File: config.mk
export PLATFORM = sky130hd
export DESIGN_NAME = usart_baud_and_mode_control
export DESIGN_NICKNAME = d
export VERILOG_FILES = /design/src/usart_pkg.sv /design/src/usart_baud_and_mode_control.sv
export VERILOG_INCLUDE_DIRS = /design/src
export SDC_FILE = /design/constraint.sdc
export NUM_CORES = 1
export LEC_CHECK = 0
export ABC_AREA = 1
export BUFFER_PORTS_ARGS = -buffer_cell sky130_fd_sc_hd__buf_2
export CAP_MARGIN = 10
export CORE_MARGIN = 10
export CORE_UTILIZATION = 45
export CTS_CLUSTER_DIAMETER = 50
export DETAILED_ROUTE_END_ITERATION = 10
export HOLD_SLACK_MARGIN = 0.05
export PLACE_DENSITY = 0.72
export SYNTH_ARGS = -nofsm -noshare
export SYNTH_HDL_FRONTEND = slang
export SYNTH_SLANG_ARGS = --single-unit
File: constraint.sdc
create_clock -name clk -period 4.7 [get_ports clk]
set_clock_uncertainty 0.1 [all_clocks]
set_input_delay 0.47 -clock clk [delete_from_list [all_inputs] [get_ports clk]]
set_output_delay 0.47 -clock clk [all_outputs]
set_load 0.02 [all_outputs]
File: src/usart_consts.svh
`ifndef USART_CONSTS_SVH
`define USART_CONSTS_SVH

// register byte offsets on the apb window
`define OFS_TX_CTL 8'h98
`define OFS_RX_CTL 8'h9C
`define OFS_DIVISOR 8'hA0
`define OFS_TX_DATA 8'hA4
`define OFS_RX_DATA 8'hA8
`define OFS_STATUS 8'hAC

// reset values of the software-written fields
`define TX_CTL_RESET 6'h00
`define RX_CTL_RESET 4'h0
`define DIVISOR_RESET 8'h00

// generator ticks per bit, minus one
`define RATIO_SYNC_M1 6'h03
`define RATIO_ASYNC_HI_M1 6'h0F
`define RATIO_ASYNC_LO_M1 6'h3F

// frame lengths in bits, start and stop included
`define FRAME_BITS_8 4'hA
`define FRAME_BITS_9 4'hB

// receive buffer depth
`define RX_FIFO_DEPTH 16

`endif

File: src/usart_pkg.sv
package usart_pkg;

    // transmit control fields, software written
    typedef struct packed {
        logic clk_src;
        logic nine_bit;
        logic tx_en;
        logic sync_mode;
        logic high_speed_select;
        logic tx_bit9;
    } tx_ctl_t;

    // receive control fields, software written
    typedef struct packed {
        logic serial_port_enable;
        logic nine_bit;
        logic single_rx;
        logic cont_rx;
    } rx_ctl_t;

    // one received character as it sits in the buffer
    typedef struct packed {
        logic frame_err;
        logic bit9;
        logic [7:0] data;
    } rx_word_t;

    typedef enum logic [3:0] {
        RX_IDLE  = 4'h1,
        RX_START = 4'h2,
        RX_DATA  = 4'h4,
        RX_STOP  = 4'h8
    } rx_state_t;

endpackage

File: src/usart_baud_and_mode_control.sv
`timescale 1ns/1ns
`default_nettype none
`include "usart_consts.svh"

module usart_rx_fifo #(
    parameter int WIDTH = 10,
    parameter int DEPTH = `RX_FIFO_DEPTH
) (
    input wire logic clk,
    input wire logic rst_b,
    input wire logic in_valid,
    output logic in_ready,
    input wire logic [WIDTH-1:0] in_data,
    output logic out_valid,
    input wire logic out_ready,
    output logic [WIDTH-1:0] out_data
);
    localparam int AW = $clog2(DEPTH);
    logic [WIDTH-1:0] mem_ff [DEPTH];
    logic [AW-1:0] wr_ptr_ff;
    logic [AW-1:0] rd_ptr_ff;
    logic [AW:0] count_ff;
    logic push;
    logic pop;

    // honest full and empty from the occupancy count
    assign in_ready = (count_ff != (AW+1)'(DEPTH));
    assign out_valid = (count_ff != '0);
    assign out_data = mem_ff[rd_ptr_ff];
    assign push = in_valid && in_ready;
    assign pop = out_valid && out_ready;

    // storage, written only on an accepted push
    always_ff @(posedge clk) begin
        if (push) begin
            mem_ff[wr_ptr_ff] <= in_data;
        end
    end

    // pointers wrap at the depth, which need not be a power of two
    always_ff @(posedge clk) begin
        if (!rst_b) begin
            wr_ptr_ff <= '0;
            rd_ptr_ff <= '0;
            count_ff <= '0;
        end else begin
            if (push) begin
                wr_ptr_ff <= (wr_ptr_ff == AW'(DEPTH - 1)) ? '0 : wr_ptr_ff + 1'b1;
            end
            if (pop) begin
                rd_ptr_ff <= (rd_ptr_ff == AW'(DEPTH - 1)) ? '0 : rd_ptr_ff + 1'b1;
            end
            if (push && !pop) begin
                count_ff <= count_ff + 1'b1;
            end else if (pop && !push) begin
                count_ff <= count_ff - 1'b1;
            end
        end
    end
endmodule

module usart_baud_and_mode_control #(
    parameter int FIFO_DEPTH = `RX_FIFO_DEPTH
) (
    input wire logic clk,
    input wire logic rst_b,
    input wire logic [7:0] paddr,
    input wire logic psel,
    input wire logic penable,
    input wire logic pwrite,
    input wire logic [31:0] pwdata,
    input wire logic [3:0] pstrb,
    output logic [31:0] prdata,
    output logic pready,
    output logic pslverr,
    input wire logic [1:0] port_c_direction,
    input wire logic transmit_clock_pin_in,
    output logic transmit_clock_pin_out,
    output logic transmit_clock_pin_oe_b,
    input wire logic receive_data_pin_in,
    output logic receive_data_pin_out,
    output logic receive_data_pin_oe_b
);
    usart_pkg::tx_ctl_t tx_ctl_ff;
    usart_pkg::rx_ctl_t rx_ctl_ff;
    usart_pkg::rx_word_t rx_word;
    usart_pkg::rx_word_t rx_head;
    usart_pkg::rx_state_t rx_state_ff;
    logic [7:0] baud_divisor_register_ff;
    logic [7:0] brg_cnt_ff;
    logic [5:0] tx_phase_ff;
    logic [5:0] rx_phase_ff;
    logic [5:0] ratio_m1;
    logic [5:0] half;
    logic [31:0] prdata_ff;
    logic [7:0] tx_hold_ff;
    logic tx_full_ff;
    logic [10:0] tx_shift_ff;
    logic [3:0] tx_left_ff;
    logic [8:0] rx_shift_ff;
    logic [3:0] rx_count_ff;
    logic [2:0] vote_ff;
    logic overrun_ff;
    logic rx_meta_ff;
    logic rx_sync_ff;
    logic ck_meta_ff;
    logic ck_sync_ff;
    logic setup;
    logic access;
    logic wr_en;
    logic mapped;
    logic div_wr;
    logic brg_tick;
    logic tx_bit_end;
    logic rx_bit_end;
    logic pins_owned;
    logic tx_run;
    logic rx_run;
    logic sync_master;
    logic majority;
    logic rx_push;
    logic rx_ready;
    logic rx_valid;
    logic rx_pop;

    // apb decode; one wait-free access phase after every setup
    assign setup = psel && !penable;
    assign access = psel && penable;
    assign wr_en = access && pwrite && pstrb[0];
    assign mapped = (paddr == `OFS_TX_CTL) || (paddr == `OFS_RX_CTL)
        || (paddr == `OFS_DIVISOR) || (paddr == `OFS_TX_DATA)
        || (paddr == `OFS_RX_DATA) || (paddr == `OFS_STATUS);
    assign pready = access;
    assign pslverr = access && !mapped;
    assign prdata = prdata_ff;
    assign div_wr = wr_en && (paddr == `OFS_DIVISOR);

    // pins belong to the transceiver only with both direction bits set
    assign pins_owned = rx_ctl_ff.serial_port_enable && (&port_c_direction);
    assign sync_master = pins_owned && tx_ctl_ff.sync_mode && tx_ctl_ff.clk_src;
    assign tx_run = pins_owned && tx_ctl_ff.tx_en && !tx_ctl_ff.sync_mode;
    assign rx_run = pins_owned && rx_ctl_ff.cont_rx && !tx_ctl_ff.sync_mode;

    // ticks per bit: speed select only counts in async mode
    assign ratio_m1 = tx_ctl_ff.sync_mode ? `RATIO_SYNC_M1
        : (tx_ctl_ff.high_speed_select ? `RATIO_ASYNC_HI_M1
        : `RATIO_ASYNC_LO_M1);
    assign half = {1'b0, ratio_m1[5:1]} + 6'h01;

    // register writes; status bits are not writable
    always_ff @(posedge clk) begin
        if (!rst_b) begin
            tx_ctl_ff <= `TX_CTL_RESET;
            rx_ctl_ff <= `RX_CTL_RESET;
            baud_divisor_register_ff <= `DIVISOR_RESET;
        end else if (wr_en) begin
            case (paddr)
                `OFS_TX_CTL: tx_ctl_ff <= {pwdata[7:4], pwdata[2], pwdata[0]};
                `OFS_RX_CTL: rx_ctl_ff <= pwdata[7:4];
                `OFS_DIVISOR: baud_divisor_register_ff <= pwdata[7:0];
                default: ;
            endcase
        end
    end

    // read data captured in setup so the answer comes from a flop
    always_ff @(posedge clk) begin
        if (!rst_b) begin
            prdata_ff <= 32'h0000_0000;
        end else if (setup && !pwrite) begin
            case (paddr)
                `OFS_TX_CTL: prdata_ff <= {24'h000000, tx_ctl_ff.clk_src, tx_ctl_ff.nine_bit,
                    tx_ctl_ff.tx_en, tx_ctl_ff.sync_mode, 1'b0,
                    tx_ctl_ff.high_speed_select, (tx_left_ff == 4'h0), tx_ctl_ff.tx_bit9};
                `OFS_RX_CTL: prdata_ff <= {24'h000000, rx_ctl_ff, 1'b0,
                    rx_valid && rx_head.frame_err, overrun_ff, rx_valid && rx_head.bit9};
                `OFS_DIVISOR: prdata_ff <= {24'h000000, baud_divisor_register_ff};
                `OFS_RX_DATA: prdata_ff <= {24'h000000, rx_valid ? rx_head.data : 8'h00};
                `OFS_STATUS: prdata_ff <= {28'h0000000, rx_state_ff != usart_pkg::RX_IDLE,
                    ck_sync_ff, tx_full_ff, rx_valid};
                default: prdata_ff <= 32'h0000_0000;
            endcase
        end
    end

    // one free-running 8-bit timer shared by every mode
    assign brg_tick = (brg_cnt_ff == baud_divisor_register_ff);
    always_ff @(posedge clk) begin
        if (!rst_b) begin
            brg_cnt_ff <= 8'h00;
        end else if (div_wr || brg_tick) begin
            brg_cnt_ff <= 8'h00;
        end else begin
            brg_cnt_ff <= brg_cnt_ff + 8'h01;
        end
    end

    // transmit bit phase; >= guards a ratio shrunk mid-count
    assign tx_bit_end = brg_tick && (tx_phase_ff >= ratio_m1);
    always_ff @(posedge clk) begin
        if (!rst_b || div_wr) begin
            tx_phase_ff <= 6'h00;
        end else if (brg_tick) begin
            tx_phase_ff <= tx_bit_end ? 6'h00 : tx_phase_ff + 6'h01;
        end
    end

    // synchronisers for both pins
    always_ff @(posedge clk) begin
        if (!rst_b) begin
            rx_meta_ff <= 1'b1;
            rx_sync_ff <= 1'b1;
            ck_meta_ff <= 1'b1;
            ck_sync_ff <= 1'b1;
        end else begin
            rx_meta_ff <= receive_data_pin_in;
            rx_sync_ff <= rx_meta_ff;
            ck_meta_ff <= transmit_clock_pin_in;
            ck_sync_ff <= ck_meta_ff;
        end
    end

    // transmit holding register; a write while full is dropped
    always_ff @(posedge clk) begin
        if (!rst_b) begin
            tx_hold_ff <= 8'h00;
            tx_full_ff <= 1'b0;
        end else if (wr_en && (paddr == `OFS_TX_DATA) && !tx_full_ff) begin
            tx_hold_ff <= pwdata[7:0];
            tx_full_ff <= 1'b1;
        end else if (tx_run && tx_bit_end && (tx_left_ff == 4'h0)) begin
            tx_full_ff <= 1'b0;
        end
    end

    // transmit shifter; clearing enable aborts the frame
    always_ff @(posedge clk) begin
        if (!rst_b || !tx_run) begin
            tx_shift_ff <= 11'h7FF;
            tx_left_ff <= 4'h0;
        end else if (tx_bit_end) begin
            if (tx_left_ff != 4'h0) begin
                tx_shift_ff <= {1'b1, tx_shift_ff[10:1]};
                tx_left_ff <= tx_left_ff - 4'h1;
            end else if (tx_full_ff) begin
                tx_shift_ff <= {1'b1, tx_ctl_ff.nine_bit ? tx_ctl_ff.tx_bit9 : 1'b1,
                    tx_hold_ff, 1'b0};
                tx_left_ff <= tx_ctl_ff.nine_bit ? `FRAME_BITS_9 : `FRAME_BITS_8;
            end
        end
    end

    // clock pin: tx data in async, bit clock as sync master, else released
    always_ff @(posedge clk) begin
        if (!rst_b) begin
            transmit_clock_pin_out <= 1'b1;
            transmit_clock_pin_oe_b <= 1'b1;
        end else if (sync_master) begin
            transmit_clock_pin_out <= tx_phase_ff[1];
            transmit_clock_pin_oe_b <= 1'b0;
        end else begin
            transmit_clock_pin_out <= (tx_left_ff == 4'h0) ? 1'b1 : tx_shift_ff[0];
            transmit_clock_pin_oe_b <= !tx_run;
        end
    end

    // the data pin is only ever listened to here
    assign receive_data_pin_out = 1'b1;
    assign receive_data_pin_oe_b = 1'b1;

    // three votes around the centre; majority of the three
    assign majority = (vote_ff[0] & vote_ff[1]) | (vote_ff[0] & vote_ff[2])
        | (vote_ff[1] & vote_ff[2]);
    assign rx_bit_end = brg_tick && (rx_phase_ff >= ratio_m1);

    always_ff @(posedge clk) begin
        if (!rst_b || rx_state_ff == usart_pkg::RX_IDLE) begin
            rx_phase_ff <= 6'h00;
            vote_ff <= 3'h7;
        end else if (brg_tick) begin
            rx_phase_ff <= rx_bit_end ? 6'h00 : rx_phase_ff + 6'h01;
            if (rx_phase_ff == half - 6'h01) begin
                vote_ff[0] <= rx_sync_ff;
            end
            if (rx_phase_ff == half) begin
                vote_ff[1] <= rx_sync_ff;
            end
            if (rx_phase_ff == half + 6'h01) begin
                vote_ff[2] <= rx_sync_ff;
            end
        end
    end

    // receive sequencer; a start that votes high is treated as noise
    always_ff @(posedge clk) begin
        if (!rst_b || !rx_run) begin
            rx_state_ff <= usart_pkg::RX_IDLE;
            rx_shift_ff <= 9'h000;
            rx_count_ff <= 4'h0;
        end else begin
            case (rx_state_ff)
                usart_pkg::RX_IDLE: begin
                    if (!rx_sync_ff) begin
                        rx_state_ff <= usart_pkg::RX_START;
                    end
                end
                usart_pkg::RX_START: begin
                    if (rx_bit_end) begin
                        rx_state_ff <= majority ? usart_pkg::RX_IDLE : usart_pkg::RX_DATA;
                        rx_count_ff <= rx_ctl_ff.nine_bit ? 4'h9 : 4'h8;
                    end
                end
                usart_pkg::RX_DATA: begin
                    if (rx_bit_end) begin
                        rx_shift_ff <= rx_ctl_ff.nine_bit ? {majority, rx_shift_ff[8:1]}
                            : {1'b0, majority, rx_shift_ff[7:1]};
                        rx_count_ff <= rx_count_ff - 4'h1;
                        if (rx_count_ff == 4'h1) begin
                            rx_state_ff <= usart_pkg::RX_STOP;
                        end
                    end
                end
                usart_pkg::RX_STOP: begin
                    if (rx_bit_end) begin
                        rx_state_ff <= usart_pkg::RX_IDLE;
                    end
                end
                default: rx_state_ff <= usart_pkg::RX_IDLE;
            endcase
        end
    end

    // completed character goes to the buffer; stop bit low marks framing error
    assign rx_push = (rx_state_ff == usart_pkg::RX_STOP) && rx_bit_end;
    assign rx_word.frame_err = !majority;
    assign rx_word.bit9 = rx_shift_ff[8];
    assign rx_word.data = rx_shift_ff[7:0];
    assign rx_pop = access && !pwrite && (paddr == `OFS_RX_DATA);

    // overrun: a full buffer drops the character; cleared by dropping receive enable
    always_ff @(posedge clk) begin
        if (!rst_b) begin
            overrun_ff <= 1'b0;
        end else begin
            overrun_ff <= (overrun_ff && rx_ctl_ff.cont_rx) || (rx_push && !rx_ready);
        end
    end

    usart_rx_fifo #(
        .WIDTH($bits(usart_pkg::rx_word_t)),
        .DEPTH(FIFO_DEPTH)
    ) u_rx_fifo (
        .clk(clk),
        .rst_b(rst_b),
        .in_valid(rx_push),
        .in_ready(rx_ready),
        .in_data(rx_word),
        .out_valid(rx_valid),
        .out_ready(rx_pop),
        .out_data(rx_head)
    );
endmodule
`default_nettype wire

==> results.py <==
metrics = {
    "logic_synthesis": {
        "syn_inst": 1284,
        "synthesis.area_um2": 12000,
        "syn_avg_cell_area_um2": 9.347,
        "async_flop_share": 0,
        "yosysWarnings": 0,
        "synthDistinctLibCells": 47,
        "synthFlopType": "edfxtp_1",
        "yosysSeqAreaShare": 0.5888,
        "ys_ff_latch": 273,
        "synth-edff-count": 160,
    },
    "pwr": {
        "p_per_area_nw_per_um2": 374.6,
        "p_comb_frac": 0.014,
        "intPower_uw": 4076,
        "p_leak_uw": 0.004819,
        "swShare": 0.1976,
        "clock_power_share": 0.492,
        "switchingPower_uw": 1004,
        "power_frac_seq": 0.494,
        "finalPower_uw": 5080,
        "ir_worst_vdd_mv": 0.3120,
    },
    "routing": {
        "wl_per_cell_um": 16.51,
        "viasPerCell": 5.291,
        "totalWireLength_um": 27870,
        "drtAntennaViolNets": 0,
        "drt_iter0_drc": 623,
        "first_pass_iters": 5,
        "num_vias": 8932,
        "remaining_drc_errors": 0,
    },
    "status": {
        "status": "completed",
    },
    "global_route": {
        "grt_overflow": 0,
        "grt_usage": 0.1644,
        "grt_pass1_wl_um": 45310,
        "grt_pass1_vias": 8940,
        "grt_antenna_before_repair": 0,
        "grt_max_degree": 83,
    },
    "setup_path": {
        "ff2ff_setup_slack_ns": 0.94,
        "start_kind": "flop",
        "worstPathRequired_ns": 5.03,
        "end_kind": "flop",
        "r2r_start": "tx_ctl_ff[2]$_SDFFE_PN0P_",
        "crit_arrival_ns": 4.09,
        "worstPathCellList": "nor2_1 -> inv_1 -> ha_1 -> nand2_1 -> o21bai_1 -> o211ai_1 -> nand2_4 -> nor3_4 -> ha_1 -> inv_1 -> fa_1 -> a21o_1 -> a21oi_1 -> nor2_1 -> nor2_1 -> nand2_1 -> o21ai_0 -> a21oi_1",
        "crit_path_max_fanout": 10,
        "rr_endpoint": "u_rx_fifo.count_ff[4]$_SDFFE_PN0P_",
        "worstSetupPathType": "flop to flop",
        "cpPeakStageDelay_ns": 0.44,
        "r2r_cells": 18,
        "cpMostUsedCell": "nor2_1",
        "crit_slowest_cell": "dfxtp_1",
    },
    "placement": {
        "gp_congestion": 0.8392,
        "dpl.hpwl_um": 17770,
        "place_ws_ns": 1.007,
        "numPortBuffers": 37,
    },
    "clock_tree": {
        "h-tree-depth": 1,
        "clkLatencyLatePin_ns": 0.55,
        "cts.clk_slew.worst_paths_ns": 0.06,
        "cts_tree": "yes",
        "numClockSinks": 273,
        "cts-root-buf": "clkbuf_16",
        "cts_made_buffers": 30,
        "clk_path_buf_depth": 3,
    },
    "timing": {
        "rsz0062_at_grt": "false",
        "drv_slew": 0,
        "setup_violations": 0,
        "hold_viol": 0,
        "fin_ws_ns": 0.9417,
        "period_share": 0.7996,
        "setup_tns_ns": 0,
        "max_slew.worst_pin.slew_ns": 1.155,
        "max_clock_freq_ghz": 0.2661,
        "slew_headroom": 0.2288,
        "min_period_ns": 3.758,
    },
    "min_path": {
        "worstHoldPathCells": 3,
        "hp-start": "pwdata[1]",
        "hold_path_end": "tx_hold_ff[1]$_SDFFE_PN0P_",
        "hold_class": "primary input to flop",
    },
    "final_layout": {
        "antennaDiodeCount": 0,
        "fill_cells": 2321,
        "final_core_util": 0.5190,
        "nNetsFinal": 1407,
        "drive_above_1_share": 0.09313,
        "syn_to_final_growth_pct": 13.01,
    },
    "floorplan": {
        "num_rows": 59,
        "die_h_um": 183.3,
        "pin_count": 91,
        "die_x_um": 183.3,
        "die-area_um2": 33600,
        "core-area_um2": 26130,
        "start_util": 0.4593,
    },
    "run": {
        "maxCapViolCount": 0,
    },
}
[cell families (layout without fill, tap and decap cells)]
| kind of cell | count (synthesis) | after routing | synth area share |
|---|---|---|---|
| simple gates | 512 | 512 | 0.1785 |
| flops | 273 | 273 | 0.5888 |
| compound gates | 258 | 258 | 0.1209 |
| buf+inv | 196 | 241 | 0.07162 |
| fa+ha+maj | 24 | 24 | 0.02565 |
| xor+xnor | 19 | 19 | 0.01387 |
| other cells | 2 | 26 | 0.0006258 |
[worst max-delay path, delay by kind of cell (launching register included)]
family                   cells  cell delay [ns]
buffers and inverters        2             0.24
flip-flops                   1             0.44
AND/OR/NAND/NOR              7             0.97
adder cells (fa/ha/maj)      3             1.01
AO/OA/AOI/OAI                6             0.87
[sequential cells by signal (all words and copies together), names as in the netlist, 3 cells and up, named ones only]
| signal | count |
|---|---|
| rx_state_ff | 4 |
| vote_ff | 3 |
| tx_hold_ff | 8 |
| baud_divisor_register_ff | 8 |
| tx_phase_ff | 6 |
| tx_ctl_ff | 6 |
| u_rx_fifo.mem_ff | 160 |
| rx_count_ff | 4 |
| prdata | 8 |
| u_rx_fifo.wr_ptr_ff | 4 |
| brg_cnt_ff | 8 |
| u_rx_fifo.rd_ptr_ff | 4 |
| u_rx_fifo.count_ff | 5 |
| rx_ctl_ff | 4 |
| tx_shift_ff | 10 |
| tx_left_ff | 4 |
| rx_shift_ff | 9 |
| rx_phase_ff | 6 |
[synthesized netlist by cell type (all sizes together) (3+ instances only)]
cell,count,area share
ha,23,0.024
clkbuf,34,0.011
xor2,14,0.010
buf,37,0.022
nand4,6,0.0031
nor2,168,0.053
o21ai,124,0.052
a211oi,3,0.0019
nor3b,4,0.0025
dfxtp,113,0.19
xnor2,5,0.0036
nand2,232,0.074
o211ai,25,0.016
a21oi,74,0.032
or2,6,0.0031
edfxtp,160,0.40
clkinv,6,0.0019
o22ai,11,0.0057
nor3,19,0.0089
nand3,74,0.031
inv,119,0.037
o221ai,9,0.0066
[cell usage in the layout (no fill, tap or decap), types with 3 or more instances in the layout]
cell / count
nand3_1: 74
conb_1: 26
o21ai_0: 122
nand2_1: 228
a211oi_1: 3
or2_2: 5
inv_1: 114
o211ai_1: 25
nor2_1: 166
edfxtp_1: 160
clkbuf_8: 3
dfxtp_1: 112
clkbuf_16: 30
o221ai_1: 9
bufinv_16: 6
clkinv_1: 10
inv_2: 6
clkbuf_1: 4
a21oi_1: 73
ha_1: 23
xnor2_1: 5
buf_4: 22
xor2_1: 14
o22ai_1: 11
buf_2: 37
nand4_1: 6
nor3b_1: 4
nor3_1: 18
[layout make-up]
type	count	area, µm²	share of cell area
clock buffer	37	807.0	0.05950
clock inverter	18	264.0	0.01946
tap	335	419.2	0.03090
timing repair buffer	61	370.4	0.02731
sequential	273	7068	0.5211
multi-input combinational	839	4165	0.3071
inverter	125	469.2	0.03459
[layer usage]
| metal | wire length, µm | up-vias | track usage |
|---|---|---|---|
| met3 | 1760 | 53 | 0.02273 |
| met2 | 13460 | 271 | 0.2816 |
| met5 | 0 | - | 0 |
| met1 | 11920 | 4218 | 0.2105 |
| li1 | - | 4390 | - |
| met4 | 735 | 0 | 0.05213 |
[metrics by stage]
step | hold WS, ns | instance area (µm²) | instances
floorplan | 0.2925 | 12090 | 1308
global placement | 0.3004 | 12470 | 1631
detailed placement | 0.2984 | 12470 | 1631
CTS | 0.06187 | 13560 | 1688
global route | 0.08480 | 13560 | 1688
finish | 0.07183 | 13560 | 1688
[worst max path at each step]
stage / start / to / slack (ns) / depth (start not counted)
2_1_floorplan: tx_ctl_ff[2]$_SDFFE_PN0P_ / u_rx_fifo.count_ff[4]$_SDFFE_PN0P_ / 1.41 / 18
3_3_place_gp: tx_ctl_ff[2]$_SDFFE_PN0P_ / u_rx_fifo.count_ff[4]$_SDFFE_PN0P_ / 1.07 / 18
3_5_place_dp: tx_ctl_ff[2]$_SDFFE_PN0P_ / u_rx_fifo.count_ff[4]$_SDFFE_PN0P_ / 1.01 / 18
4_1_cts: tx_ctl_ff[2]$_SDFFE_PN0P_ / u_rx_fifo.count_ff[4]$_SDFFE_PN0P_ / 0.96 / 18
5_1_grt: tx_ctl_ff[2]$_SDFFE_PN0P_ / u_rx_fifo.count_ff[4]$_SDFFE_PN0P_ / 0.54 / 18
6_report: tx_ctl_ff[2]$_SDFFE_PN0P_ / u_rx_fifo.count_ff[4]$_SDFFE_PN0P_ / 0.94 / 18
[power groups by stage]
stage / registers, µW / logic [µW] / clock network (µW)
global route: 2510 / 80.2 / 2630
global placement: 2560 / 67.9 / 0
finish: 2510 / 72.4 / 2500
CTS: 2510 / 70.9 / 2520
floorplan: 2560 / 61.4 / 0
detailed placement: 2560 / 69.0 / 0
[repair_timing]
item | 4_1_cts | 5_1_grt
setup buffers | 0 | 0
hold buffers | 2 | 0
resized for setup | 0 | 0
endpoints found under the setup margin | 0 | 0
hold endpoints to repair | 2 | 0
Note: power is estimated with default switching activity, not from simulation.
